--- config.mk ---
export PLATFORM = sky130hd
export DESIGN_NAME = bus_disconnect_handshake
export DESIGN_NICKNAME = d
export VERILOG_FILES = /design/src/core/bus_disconnect_pkg.sv /design/src/core/pin_sync.sv /design/src/core/bus_disconnect_handshake.sv
export SDC_FILE = /design/constraint.sdc
export NUM_CORES = 1
export LEC_CHECK = 0
export BUFFER_PORTS_ARGS = -buffer_cell sky130_fd_sc_hd__buf_2
export CAP_MARGIN = 20
export CELL_PAD_IN_SITES_DETAIL_PLACEMENT = 1
export CELL_PAD_IN_SITES_GLOBAL_PLACEMENT = 2
export CORE_AREA = 4 4 65 126
export DETAILED_ROUTE_END_ITERATION = 8
export DIE_AREA = 0 0 69 130
export HOLD_SLACK_MARGIN = 0.05
export MAX_ROUTING_LAYER = met4
export PLACE_DENSITY = 0.84
export SETUP_SLACK_MARGIN = 0.1
export SLEW_MARGIN = 20
export SYNTH_ARGS = -nofsm -noshare
export SYNTH_HDL_FRONTEND = slang
export SYNTH_SLANG_ARGS = --single-unit
--- constraint.sdc ---
create_clock -name core_clk -period 3.2 [get_ports core_clk]
set_clock_uncertainty 0.05 [all_clocks]
set_input_delay 0.16 -clock core_clk [delete_from_list [all_inputs] [get_ports core_clk]]
set_output_delay 0.16 -clock core_clk [all_outputs]
set_load 0.1 [all_outputs]
--- src/core/bus_disconnect_pkg.sv ---
// package: constants and carriers for the processor-side bus connection handshake
// assumes: used by bus_disconnect_handshake, sys_ctrl_model and the test bench
package bus_disconnect_pkg;
    localparam int          CMD_W              = 4;
    localparam int          ADDR_W             = 35;
    localparam int          DATA_W             = 32;
    localparam logic [3:0]  WRITE_LONGWORD_CMD = 4'h5;
    localparam logic [34:0] SPECIAL_CYCLE_BASE_ADDR = 35'h0_0000_0000;
    localparam logic [31:0] CONNECT_CYCLE_DATA = 32'h0004_0002;
    localparam logic [31:0] STOP_GRANT_CYCLE_DATA = 32'h0003_0002;
    localparam int          CLOCK_PERIOD_NS    = 25;
    localparam int          FWD_CLK_DELAY_PERIODS = 3;
    localparam int          FWD_CLK_DELAY_CYCLES = FWD_CLK_DELAY_PERIODS * 25 / CLOCK_PERIOD_NS;
    localparam int          SYNC_STAGES        = 3;

    typedef struct packed {
        logic [3:0]  cmd;
        logic [34:0] physical_address;
        logic [31:0] bus_data_word;
    } special_cycle_t;

    typedef struct packed {
        logic connect;
        logic forward_clock_reset;
        logic stop_clock_request_n;
        logic wake_interrupt;
    } link_in_t;
endpackage

--- src/core/pin_sync.sv ---
// pin_sync: three-stage synchroniser with agreement filter for pin inputs
// assumes: inputs asynchronous to core_clk; ce freezes state
`timescale 1ns/1ps
`default_nettype none
module pin_sync #(
    parameter int          WIDTH     = 4,
    parameter logic [3:0]  RESET_VAL = 4'h0
) (
    // clock and reset
    input  wire logic             core_clk,
    input  wire logic             reset_n,
    input  wire logic             clk_en,
    // pins in, filtered levels out
    input  wire logic [WIDTH-1:0] pin_in,
    output logic      [WIDTH-1:0] level_out
);
    logic [WIDTH-1:0] meta_ff;
    logic [WIDTH-1:0] s2_ff;
    logic [WIDTH-1:0] s3_ff;
    logic [WIDTH-1:0] level_ff;

    always_ff @(posedge core_clk or negedge reset_n) begin
        if (!reset_n) begin
            meta_ff <= RESET_VAL[WIDTH-1:0];
            s2_ff   <= RESET_VAL[WIDTH-1:0];
            s3_ff   <= RESET_VAL[WIDTH-1:0];
        end else if (clk_en) begin
            meta_ff <= pin_in;
            s2_ff   <= meta_ff;
            s3_ff   <= s2_ff;
        end
    end

    // change accepted only when stages two and three agree
    always_ff @(posedge core_clk or negedge reset_n) begin
        if (!reset_n) begin
            level_ff <= RESET_VAL[WIDTH-1:0];
        end else if (clk_en) begin
            level_ff <= (s2_ff & s3_ff) | (level_ff & (s2_ff | s3_ff));
        end
    end

    assign level_out = level_ff;
endmodule
`default_nettype wire

--- src/core/bus_disconnect_handshake.sv ---
// bus_disconnect_handshake: processor end of the bus connect/disconnect protocol
// assumes: system controller and peripheral controller keep their own sequencing;
// special cycles leave through a one-deep request/accept port
// Functional notes
// reconnect request is a write-longword special cycle with data 0004_0002
// only the system starts a disconnect, after a stop-grant cycle
// processor reconnects on interrupt or stop-clock release; system on probe need
// disconnect occurs only when the system enables it
// system drops connect only with no probes or transfers outstanding
// connect sampled on clock edges; its drop makes the processor drop ready
// system raises forward-clock reset after ready drops
// system disconnects before forwarding stop-grant to the peripheral bus
// wake before disconnect completes sends a connect cycle instead
// system abandons disconnect on receiving a connect cycle
// stop-clock request asserted makes the processor issue a stop-grant cycle
// stop-clock release makes the processor raise ready
// system raises connect after ready rises
// system finally drops forward-clock reset
// clocks slow while ready is low, full speed once ready rises
// forwarded clocks restart three clock periods after forward-clock reset drops
// system may also disconnect after a halt special cycle
// disconnected processor reconnects on local wake or connect asserted
// after a probe, connect drop makes a formerly disconnected processor disconnect again
// stop-clock request active low; other lines active high, sampled on the clock
`timescale 1ns/1ps
`default_nettype none
module bus_disconnect_handshake #(
    parameter int DELAY_CYCLES = bus_disconnect_pkg::FWD_CLK_DELAY_CYCLES
) (
    // clock and reset
    input  wire logic                               core_clk,
    input  wire logic                               reset_n,
    input  wire logic                               clk_en,
    // pins from system and peripheral controllers
    input  wire logic                               connect,
    input  wire logic                               forward_clock_reset,
    input  wire logic                               stop_clock_request_n,
    input  wire logic                               wake_interrupt,
    input  wire logic                               halt_issued,
    // pins to system controller
    output logic                                    cpu_ready,
    // special cycle request port
    output var bus_disconnect_pkg::special_cycle_t  cycle_out,
    output logic                                    cycle_valid,
    input  wire logic                               cycle_accept,
    // core clock control
    output logic                                    clocks_slow,
    output logic                                    forward_clock_run
);
    typedef enum logic [6:0] {
        ST_CONNECTED  = 7'h01,
        ST_SEND_GRANT = 7'h02,
        ST_WAIT_DROP  = 7'h04,
        ST_SEND_CONN  = 7'h08,
        ST_DISCONN    = 7'h10,
        ST_RECONNECT  = 7'h20,
        ST_PROBE      = 7'h40
    } conn_state_t;

    function automatic bus_disconnect_pkg::special_cycle_t make_cycle(input logic [31:0] data);
        bus_disconnect_pkg::special_cycle_t c;
        c.cmd              = bus_disconnect_pkg::WRITE_LONGWORD_CMD;
        c.physical_address = bus_disconnect_pkg::SPECIAL_CYCLE_BASE_ADDR;
        c.bus_data_word    = data;
        return c;
    endfunction

    bus_disconnect_pkg::link_in_t       pin_lvl;
    conn_state_t                        state_ff;
    conn_state_t                        nxt_state;
    logic                               ready_ff;
    logic                               slow_ff;
    logic                               valid_ff;
    bus_disconnect_pkg::special_cycle_t cycle_ff;
    logic                               fcr_prev_ff;
    logic [3:0]                         fwd_cnt_ff;
    logic                               fwd_run_ff;
    logic                               wake;
    logic                               stop_req;
    logic                               sent;
    logic [1:0]                         async_lvl;
    logic [3:0]                         fwd_elapsed;

    // connect and forward-clock reset are launched on this clock, so sampled directly;
    // a synchroniser on them would push the restart past its fixed three periods
    pin_sync #(
        .WIDTH     (2),
        .RESET_VAL (4'h2)
    ) u_sync (
        .core_clk  (core_clk),
        .reset_n   (reset_n),
        .clk_en    (clk_en),
        .pin_in    ({stop_clock_request_n, wake_interrupt}),
        .level_out (async_lvl)
    );

    assign pin_lvl  = {connect, forward_clock_reset, async_lvl};
    assign stop_req = !pin_lvl.stop_clock_request_n;
    assign wake     = pin_lvl.wake_interrupt || !stop_req;
    assign sent     = valid_ff && cycle_accept;

    always_comb begin
        nxt_state = state_ff;
        case (state_ff)
            ST_CONNECTED: begin
                if (stop_req) begin
                    nxt_state = ST_SEND_GRANT;
                end else if (!pin_lvl.connect && halt_issued) begin
                    nxt_state = ST_DISCONN;
                end
            end
            ST_SEND_GRANT: begin
                if (sent) begin
                    nxt_state = ST_WAIT_DROP;
                end
            end
            ST_WAIT_DROP: begin
                if (wake) begin
                    nxt_state = ST_SEND_CONN;
                end else if (!pin_lvl.connect) begin
                    nxt_state = ST_DISCONN;
                end
            end
            ST_SEND_CONN: begin
                if (sent) begin
                    nxt_state = ST_CONNECTED;
                end
            end
            ST_DISCONN: begin
                if (!stop_req || pin_lvl.wake_interrupt) begin
                    nxt_state = ST_RECONNECT;
                end else if (pin_lvl.connect) begin
                    nxt_state = ST_PROBE;
                end
            end
            ST_RECONNECT: begin
                if (pin_lvl.connect && !pin_lvl.forward_clock_reset) begin
                    nxt_state = ST_CONNECTED;
                end
            end
            ST_PROBE: begin
                if (!pin_lvl.connect) begin
                    nxt_state = ST_DISCONN;
                end else if (wake) begin
                    nxt_state = ST_RECONNECT;
                end
            end
            default: nxt_state = ST_CONNECTED;
        endcase
    end

    always_ff @(posedge core_clk or negedge reset_n) begin
        if (!reset_n) begin
            state_ff <= ST_CONNECTED;
        end else if (clk_en) begin
            state_ff <= nxt_state;
        end
    end

    // ready and clock speed move together
    always_ff @(posedge core_clk or negedge reset_n) begin
        if (!reset_n) begin
            ready_ff <= 1'b1;
            slow_ff  <= 1'b0;
        end else if (clk_en) begin
            if (nxt_state == ST_DISCONN) begin
                ready_ff <= 1'b0;
                slow_ff  <= 1'b1;
            end else if (nxt_state == ST_RECONNECT || nxt_state == ST_PROBE) begin
                ready_ff <= 1'b1;
                slow_ff  <= 1'b0;
            end
        end
    end

    // request held until accepted
    always_ff @(posedge core_clk or negedge reset_n) begin
        if (!reset_n) begin
            valid_ff <= 1'b0;
            cycle_ff <= '0;
        end else if (clk_en) begin
            if (sent) begin
                valid_ff <= 1'b0;
            end else if (!valid_ff && nxt_state == ST_SEND_GRANT && state_ff != ST_SEND_GRANT) begin
                valid_ff <= 1'b1;
                cycle_ff <= make_cycle(bus_disconnect_pkg::STOP_GRANT_CYCLE_DATA);
            end else if (!valid_ff && nxt_state == ST_SEND_CONN && state_ff != ST_SEND_CONN) begin
                valid_ff <= 1'b1;
                cycle_ff <= make_cycle(bus_disconnect_pkg::CONNECT_CYCLE_DATA);
            end
        end
    end

    // forwarded clock restart counter: periods elapsed since the reset line fell
    assign fwd_elapsed = fcr_prev_ff ? 4'h1 : fwd_cnt_ff + 4'h1;

    always_ff @(posedge core_clk or negedge reset_n) begin
        if (!reset_n) begin
            fcr_prev_ff <= 1'b1;
            fwd_cnt_ff  <= 4'h0;
            fwd_run_ff  <= 1'b0;
        end else if (clk_en) begin
            fcr_prev_ff <= pin_lvl.forward_clock_reset;
            if (pin_lvl.forward_clock_reset) begin
                fwd_cnt_ff <= 4'h0;
                fwd_run_ff <= 1'b0;
            end else if (fcr_prev_ff || (fwd_cnt_ff != 4'h0 && !fwd_run_ff)) begin
                fwd_cnt_ff <= fwd_elapsed;
                if (fwd_elapsed == DELAY_CYCLES[3:0]) begin
                    fwd_run_ff <= 1'b1;
                end
            end
        end
    end

    assign cpu_ready         = ready_ff;
    assign clocks_slow       = slow_ff;
    assign cycle_valid       = valid_ff;
    assign cycle_out         = cycle_ff;
    assign forward_clock_run = fwd_run_ff;
endmodule
`default_nettype wire

==> impl.org, run 1 <==
** Status
- Status :: complete, no violations

** Global routing
- Vias in the first global route :: about 1700
- Pin count of the biggest net entering global routing :: 28
- The first global-routing pass estimated 8.14 mm of wire.
- Global routing finished with a remaining overflow of 0.
- Number of antenna violations at the first check in global routing :: 0
- Global routing used between 10% and 20% of the available tracks.

** Cells and area
- After the flow finishes, the layout carries non-filler instances totaling 346.
- Nets@finish :: between 200 and 300
- The sequential cells in the finished layout cover a total of 684 µm².
- The area growth from synthesis to layout is -1.01%.
- Multi-input combinational cell area :: 1080 µm²
- In the final layout, the share of cells above drive strength 1 is 17.7%.
- Leaving out fill and tap cells, the most frequent cells in the layout are conb_1, o21ai_0, dfrtp_1, buf_2, nand2_1.
- 0 antenna diodes ended up in the layout.
- Most common cell after layout, fill and taps aside :: conb_1
- Final-layout fill cell count :: approximately 900

** Timing
- Setup repair after global routing left no endpoint under its margin.
- Setup TNS :: 0 ns
- Number of endpoints with negative hold slack in the final report :: 0
- Pins over their slew limit :: 0
- The tightest hold path in the finished design has a slack of 0.0723 ns.
- The worst pin sits at a relative slew slack of between 50 and 60%.
- Setup violations remaining at the end of the flow were counted as 0.
- Slew of the pin with the lowest slew margin :: 0.623 ns
- The final critical path takes up between 60% and 70% of the cycle.
- Final critical path time including I/O delays and setup :: ~2.2 ns
- For this run, the top clock speed supported by timing is 458 MHz.

** Logic synthesis
- Sequential cell area fraction in the yosys report :: between 30% and 40%
- A synthesized cell averages slightly below 9 µm².
- Number of flops mapped to enable cells by yosys :: 0
- Share of synthesized registers carrying an async set or reset :: 100%
- Cell types with the largest area share after synthesis :: buf_4, dfrtp_1, dfstp_2
- Total standard cell area after synthesis :: between 2000 and 2500 µm²
- After synthesis, the largest area contributor takes up 24.5% of total cell area.
- Of all cell types, the one taking the most synthesized area is buf_4.
- After synthesis the netlist holds a flip-flop and latch count of 27.
- Gate count after technology mapping :: around 240
- Number of unique standard cell types used by synthesis :: 53
- Yosys warning total :: 0
- Most frequently used flop master after synthesis :: dfrtp_1

** Worst setup path
- Cell with the largest stage delay on the worst path :: dfrtp_1
- The worst setup path is captured at a register.
- CP max stage delay :: 0.54 ns
- Critical path startpoint category :: register
- Worst Path Required :: 3.28 ns
- Critical path class :: reg -> reg
- CP most frequent cell :: a21oi_1
- Cells traversed along the worst timing path :: nor2_1 > nand2_1 > nor4_2 > a211oi_2 > a21oi_1 > a21oi_1
- Crit Path Max Fanout :: 14
- At the worst endpoint, the arrival time is ~2.3 ns.

** CTS
- The tree built by TritonCTS fans out to 27 sinks.
- In this run the number of H-tree levels came out at 1.
- After clock tree synthesis, the setup repair step added 0 buffers.
- Later-pin clock latency in the skew report :: 0.27 ns
- Clock-pin slew was measured on the worst setup and hold paths at around 0.070 ns.
- Clock tree from TritonCTS :: built
- Number of buffers created by CTS :: 3
- Clock tree synthesis selected as its root buffer the cell clkbuf_16.
- Maximum number of buffers from clock root to sink :: 2

** Die
- Site row count :: 44
- From left edge to right edge, the die measures about 70 µm.
- Initial cell density of the core :: 29.1%
- Std-Cell Core Area :: between 7000 and 8000 µm²
- 84 I/O pins were placed.
- The die covers between 8000 and 9000 µm².
- The die is 130 µm tall.

** Pwr
- VDD IR-drop max :: roughly 0.37 mV
- Summed over all cells, the static leakage comes to 0.943 nW.
- Dividing total power by cell area gives a power density of roughly 1000 nW/µm².
- In this run switching power makes up roughly three fifths of total power.
- Per report_power, the combinational group accounts for around three fifths of the total.
- Total power of the final layout :: roughly 2.1 mW
- In this run, the clock network consumes between 10% and 20% of the power.
- Cell internal pwr :: approximately 840 µW
- Sequential cells account for between 20% and 30% of the total power.
- Switching power of the nets :: roughly 1.3 mW

** Drt
- For this run, design rule violations remaining after detail routing come to 0.
- Dividing the detail-routed via count by the number of cells gives ~4.6.
- Detailed router's first-iteration violation count :: 77
- After detailed routing, the average wire length per cell comes to 14.5 µm.
- Before antenna repair, the detailed router went through 4 iterations.
- The final layout contains routed wiring with a total length of 5.01 mm.
- Number of nets still failing antenna checks after routing :: 0
- The final route contains around 1600 vias.

** Min path
- Worst min-delay path category :: in -> reg

** Placement
- # port buffers :: 18
- Detailed placement finished with a half-perimeter wire length of 3.96 mm.
- Cells after DPL :: between 300 and 400
- Routability-driven placement finished with a final weighted congestion of about 0.9.

** Job
- Max-cap violations in this run came to 0.
## flip-flops by register name, summed over array words and instances (netlist names), 2 cells and up
| signal | flops |
|---|---|
| fwd_cnt_ff | 4 |
| u_sync.meta_ff | 2 |
| state_ff | 7 |
| u_sync.level_out | 2 |
| u_sync.s3_ff | 2 |
| u_sync.s2_ff | 2 |
| cycle_out | 3 |
## synth_stat cells (2+ instances only)
cell type,count
buf_4,69
dfrtp_1,20
o21ai_0,20
nand2_1,16
nor2_1,13
inv_1,9
nand3_1,8
a21oi_1,7
dfstp_2,7
mux2_2,5
nor3_1,5
buf_2,4
xnor2_1,4
a31oi_1,3
nand4_1,3
nor2b_1,3
nor4_2,3
clkbuf_1,2
ha_1,2
nand2b_1,2
nand3b_1,2
nand4b_1,2
o21a_1,2
o21ai_1,2
o22ai_1,2
## metrics by stage
stage	utilization, %	cell area (µm²)	worst slack, ns
after CTS	28.8	2090	1.03
after global routing	28.8	2090	0.879
after floorplan	-	2360	0.989
final	28.8	2090	1.02
after global placement	27.6	2000	1.08
after detailed placement	27.6	2000	1.05
## final cells by class
type / instances / share of cell area (%)
clock inverter: 1 / 0.239
inverter: 9 / 1.61
sequential: 27 / 32.7
timing repair buffer: 19 / 4.78
multi-input combinational: 195 / 51.6
tap: 92 / 5.50
clock buffer: 3 / 3.58
## worst max-delay path, delay by kind of cell (launching register included)
family / cells / cell delay, ns
compound gates: 3 / 0.45
flops: 1 / 0.54
simple gates: 3 / 1.01
## cell families after synthesis
group | Yosys count | synth area share [%]
compound gates | 50 | 15.1
simple gates | 68 | 18.6
xor+xnor | 5 | 2.07
buf+inv | 85 | 27.9
other cells | 1 | 0.177
mux | 5 | 2.66
fa+ha+maj | 2 | 1.18
flops | 27 | 32.3
## power groups by stage
stage	sequential [mW]	combinational, mW	clock [mW]
floorplan	0.799	0.896	0
global placement	0.569	1.21	0
detailed placement	0.575	1.22	0
CTS	0.570	1.22	0.301
global route	0.588	1.28	0.315
finish	0.568	1.22	0.298
## final timing paths
check | startpoint | endpoint | slack, ns | depth (start not counted)
worst min register to register | u_sync.s3_ff[1] | u_sync.s3_ff[1] | 0.44 | 2
worst max-delay path | state_ff[4] | cycle_out[18] | 1.02 | 6
min in group asynchronous | reset_n | cycle_out[17] | 0.39 | 2
max in group asynchronous | reset_n | state_ff[3] | 2.30 | 2
worst min-delay path | stop_clock_request_n | u_sync.meta_ff[1] | 0.07 | 2
worst max register to register | state_ff[4] | cycle_out[18] | 1.02 | 6
## timing repair
item	in CTS	in global routing
setup endpoints to repair	0	0
hold buffers	1	0
hold endpoints to repair	20	0
resized for setup	0	0
## routing by layer
layer	vias to the layer above	wire length [µm]	track usage, %
li1	733	-	-
met1	784	1860	11.2
met2	64	2780	21.8
met3	10	212	1.39
met4	0	151	5.06
met5	-	0	-
Power figures use the tool's default switching activity.
==> run 2: changes to the inputs <==
CORE_AREA = 4 4 68 133   (was 4 4 65 126)
DIE_AREA = 0 0 72 137   (was 0 0 69 130)
PLACE_DENSITY = 0.77   (was 0.84)
clock period = 2.19 ns   (was 3.2 ns; I/O delays follow)
==> impl.org, run 2 (synthesis results as in run 1) <==
** Die
- The total I/O pin count was 84 (unchanged).
- Site row count :: 46 (was 44)
- The area of the die is 9860 µm² (was 8970 µm²).
- Vertical die dimension :: 137 µm (was 130 µm)
- The overall die width came to 72 µm (was 69 µm).
- The starting density of the core is 26.6% (was 29.1%).
- The core outline area was 7940 µm² (was 7270 µm²).

** CTS
- Root cell of the clock tree :: clkbuf_16 (unchanged)
- Number of buffers created by CTS :: 3 (unchanged)
- The number of clock sinks was 27 (unchanged).
- The CTS tree was built (unchanged).
- Maximum number of buffers from clock root to sink :: 2 (unchanged)
- The clock latency on the worst-skew pair came to 0.27 ns (about the same).
- The register clock-pin slew on the reported worst setup and hold paths is 0.07 ns (about the same).
- The number of H-tree levels is 1 (unchanged).

** Cells and area
- Layout overhead on the synthesized area :: 4.61% (was -1.01%)
- Nets@finish :: 276 (was 266)
- The fraction of layout instances using a drive strength above 1 was 22.3% (was 17.7%).
- The most common cell after layout, fill and taps aside is conb_1 (unchanged).
- Number of flip-flops under the largest register name :: 7 (unchanged)
- Number of antenna diodes :: 0 (unchanged)
- Commonest cells after routing, fill and taps aside :: conb_1, o21ai_0, buf_2, nand2_1, dfrtp_1 (was conb_1, o21ai_0, dfrtp_1, buf_2, nand2_1)
- The final core utilization was 27.9% (was 28.8%).
- Largest reg by FF count :: state_ff (unchanged)

** Placement
- The total half-perimeter wirelength after legalization and detailed placement came to 4.22 mm (was 3.96 mm).
- The quantity of I/O buffers inserted on ports is 18 (unchanged).
- The routability-driven placement congestion ratio came to 0.938 (was 0.896).

** Drt
- Detailed router's first-iteration violation count :: 90 (was 77)
- The remaining antenna violation count is 0 (unchanged).
- The sum of routed wire length over all layers is 5.27 mm (was 5.01 mm).
- First-pass iteration count of the detailed router :: 4 (unchanged)
- The residual DRC count was 0 (unchanged).
- The average via count per standard cell came to 4.51 (was 4.60).
- The vias after detailed routing is 1623 (was 1591).
- WL/cell :: 14.6 µm (was 14.5 µm)

** Pwr
- The total power divided by cell area came to 1420 nW/µm² (was 996 nW/µm²).
- The leakage power total is 0.988 nW (was 0.943 nW).
- The worst voltage drop across the vdd grid is 0.428 mV (was 0.375 mV).

** Global routing
- Remaining global-route overflow :: 0 (unchanged)
- The number of global-route vias before repair was 1682 (was 1698).
- First-pass GRT wire length :: 8.21 mm (was 8.14 mm)
- The pin count of the biggest net entering global routing came to 28 (unchanged).
- Global-route total usage across every layer :: 11.0% (was 11.3%)
- Number of antenna violations at the first check in global routing :: 0 (unchanged)

** Timing
- The peak clock frequency supported by timing was 506 MHz (was 458 MHz).
- Unrepaired setup endpoints after global routing: no (unchanged).
- Slew of the pin with the lowest slew margin :: 0.649 ns (was 0.623 ns)
- The final period demand of the worst path was 1.97 ns (was 2.18 ns).
- Part of the cycle the worst path needs :: 90.2% (was 68.3%)
- The setup violation total in the final timing report came to 0 (unchanged).
- Number of endpoints with negative hold slack in the final report :: 0 (unchanged)
- Setup TNS :: 0 ns (unchanged)
- The number of max-slew violations in the final report came to 0 (unchanged).
- Max_slew headroom :: 56.7% (was 58.5%)

** Min path
- Worst min-delay path category :: in -> reg (unchanged)

** Worst setup path
- Family with the most delay on the worst path :: compound AO/OA/AOI/OAI gates (was simple AND/OR/NAND/NOR gates)
- The maximum fanout along the worst path came to 9 (was 14).
- The element type at the critical path end was a register (unchanged).
- The data required time at the worst endpoint was 2.30 ns (was 3.28 ns).
- Cells traversed along the worst timing path: a2111o_1 > nor4_4 > nor2b_1 > a211oi_2 > nand2_1 > a22o_1 (was nor2_1 > nand2_1 > nor4_2 > a211oi_2 > a21oi_1 > a21oi_1).
- The largest incremental delay on the critical path is 0.48 ns (was 0.54 ns).
- Number of buffers and inverters on the critical path :: 0 (unchanged)
- Critical path class :: reg -> reg (unchanged)
- The highest-delay cell along the critical path is dfrtp_2 (was dfrtp_1).
- Critical path startpoint category :: register (unchanged)
- The arrival time at the worst endpoint came to 2.09 ns (was 2.27 ns).

** Job
- Max-capacitance violation count :: 0 (unchanged)

** Status
- Status :: complete, no violations (unchanged)
## run 2: through the flow
stage               cells  hold slack (ns)  area, µm²  power (mW)  setup slack [ns]
floorplan             307           -0.236       2360        2.48             0.195
global placement      350            0.120       2050        2.62             0.177
detailed placement    350            0.128       2050        2.64             0.130
CTS                   357           0.0794       2160        3.10             0.141
global route          360           0.0801       2210        3.30             0.112
finish                360           0.0701       2210        3.13             0.216
## run 2: path summary, 6_finish.rpt
| check | from | end | slack, ns | depth (start not counted) |
|---|---|---|---|---|
| worst min register to register | u_sync.s3_ff[1] | u_sync.s3_ff[1] | 0.44 | 2 |
| worst max register to register | state_ff[6] | cycle_out[17] | 0.22 | 6 |
| worst max-delay path | state_ff[6] | cycle_out[17] | 0.22 | 6 |
| min in group asynchronous | reset_n | cycle_out[18] | 0.35 | 2 |
| worst min-delay path | forward_clock_reset | fwd_cnt_ff[3] | 0.07 | 2 |
| max in group asynchronous | reset_n | state_ff[6] | 1.28 | 2 |
## run 2: worst register-to-register path, cell delays in order (launching register included)
cell and delay [ns]:
dfrtp_2 0.48, a2111o_1 0.46, nor4_4 0.20, nor2b_1 0.10, a211oi_2 0.31, nand2_1 0.09, a22o_1 0.18
## run 2: routing by layer
metal | up-vias | routed length [µm] | global-route usage (%)
met5 | - | 0 | -
met4 | 0 | 152 | 5.13
met3 | 10 | 270 | 1.76
met2 | 64 | 3080 | 21.1
met1 | 797 | 1770 | 10.4
li1 | 752 | - | -
## run 2: power by group
part / switching, mW / total, mW / internal [mW]
sequential: 0.169 / 0.822 / 0.653
clock: 0.189 / 0.438 / 0.249
combinational: 1.50 / 1.87 / 0.377
## run 2: layout make-up
cell class | instances | area (µm²)
flip-flops and latches | 27 | 689
well taps | 96 | 120
inverters | 9 | 33.8
repair buffers | 29 | 180
clock buffers | 3 | 75.1
multi-input cells | 195 | 1110
fillers | 999 | 5730
clock inverters | 1 | 7.51
## run 2: repair_timing
item | 4_1_cts | 5_1_grt
setup buffers | 0 | 3
gates resized for setup | 0 | 7
hold endpoints to repair | 22 | 0
setup endpoints to repair | 0 | 10
hold buffers | 3 | 0
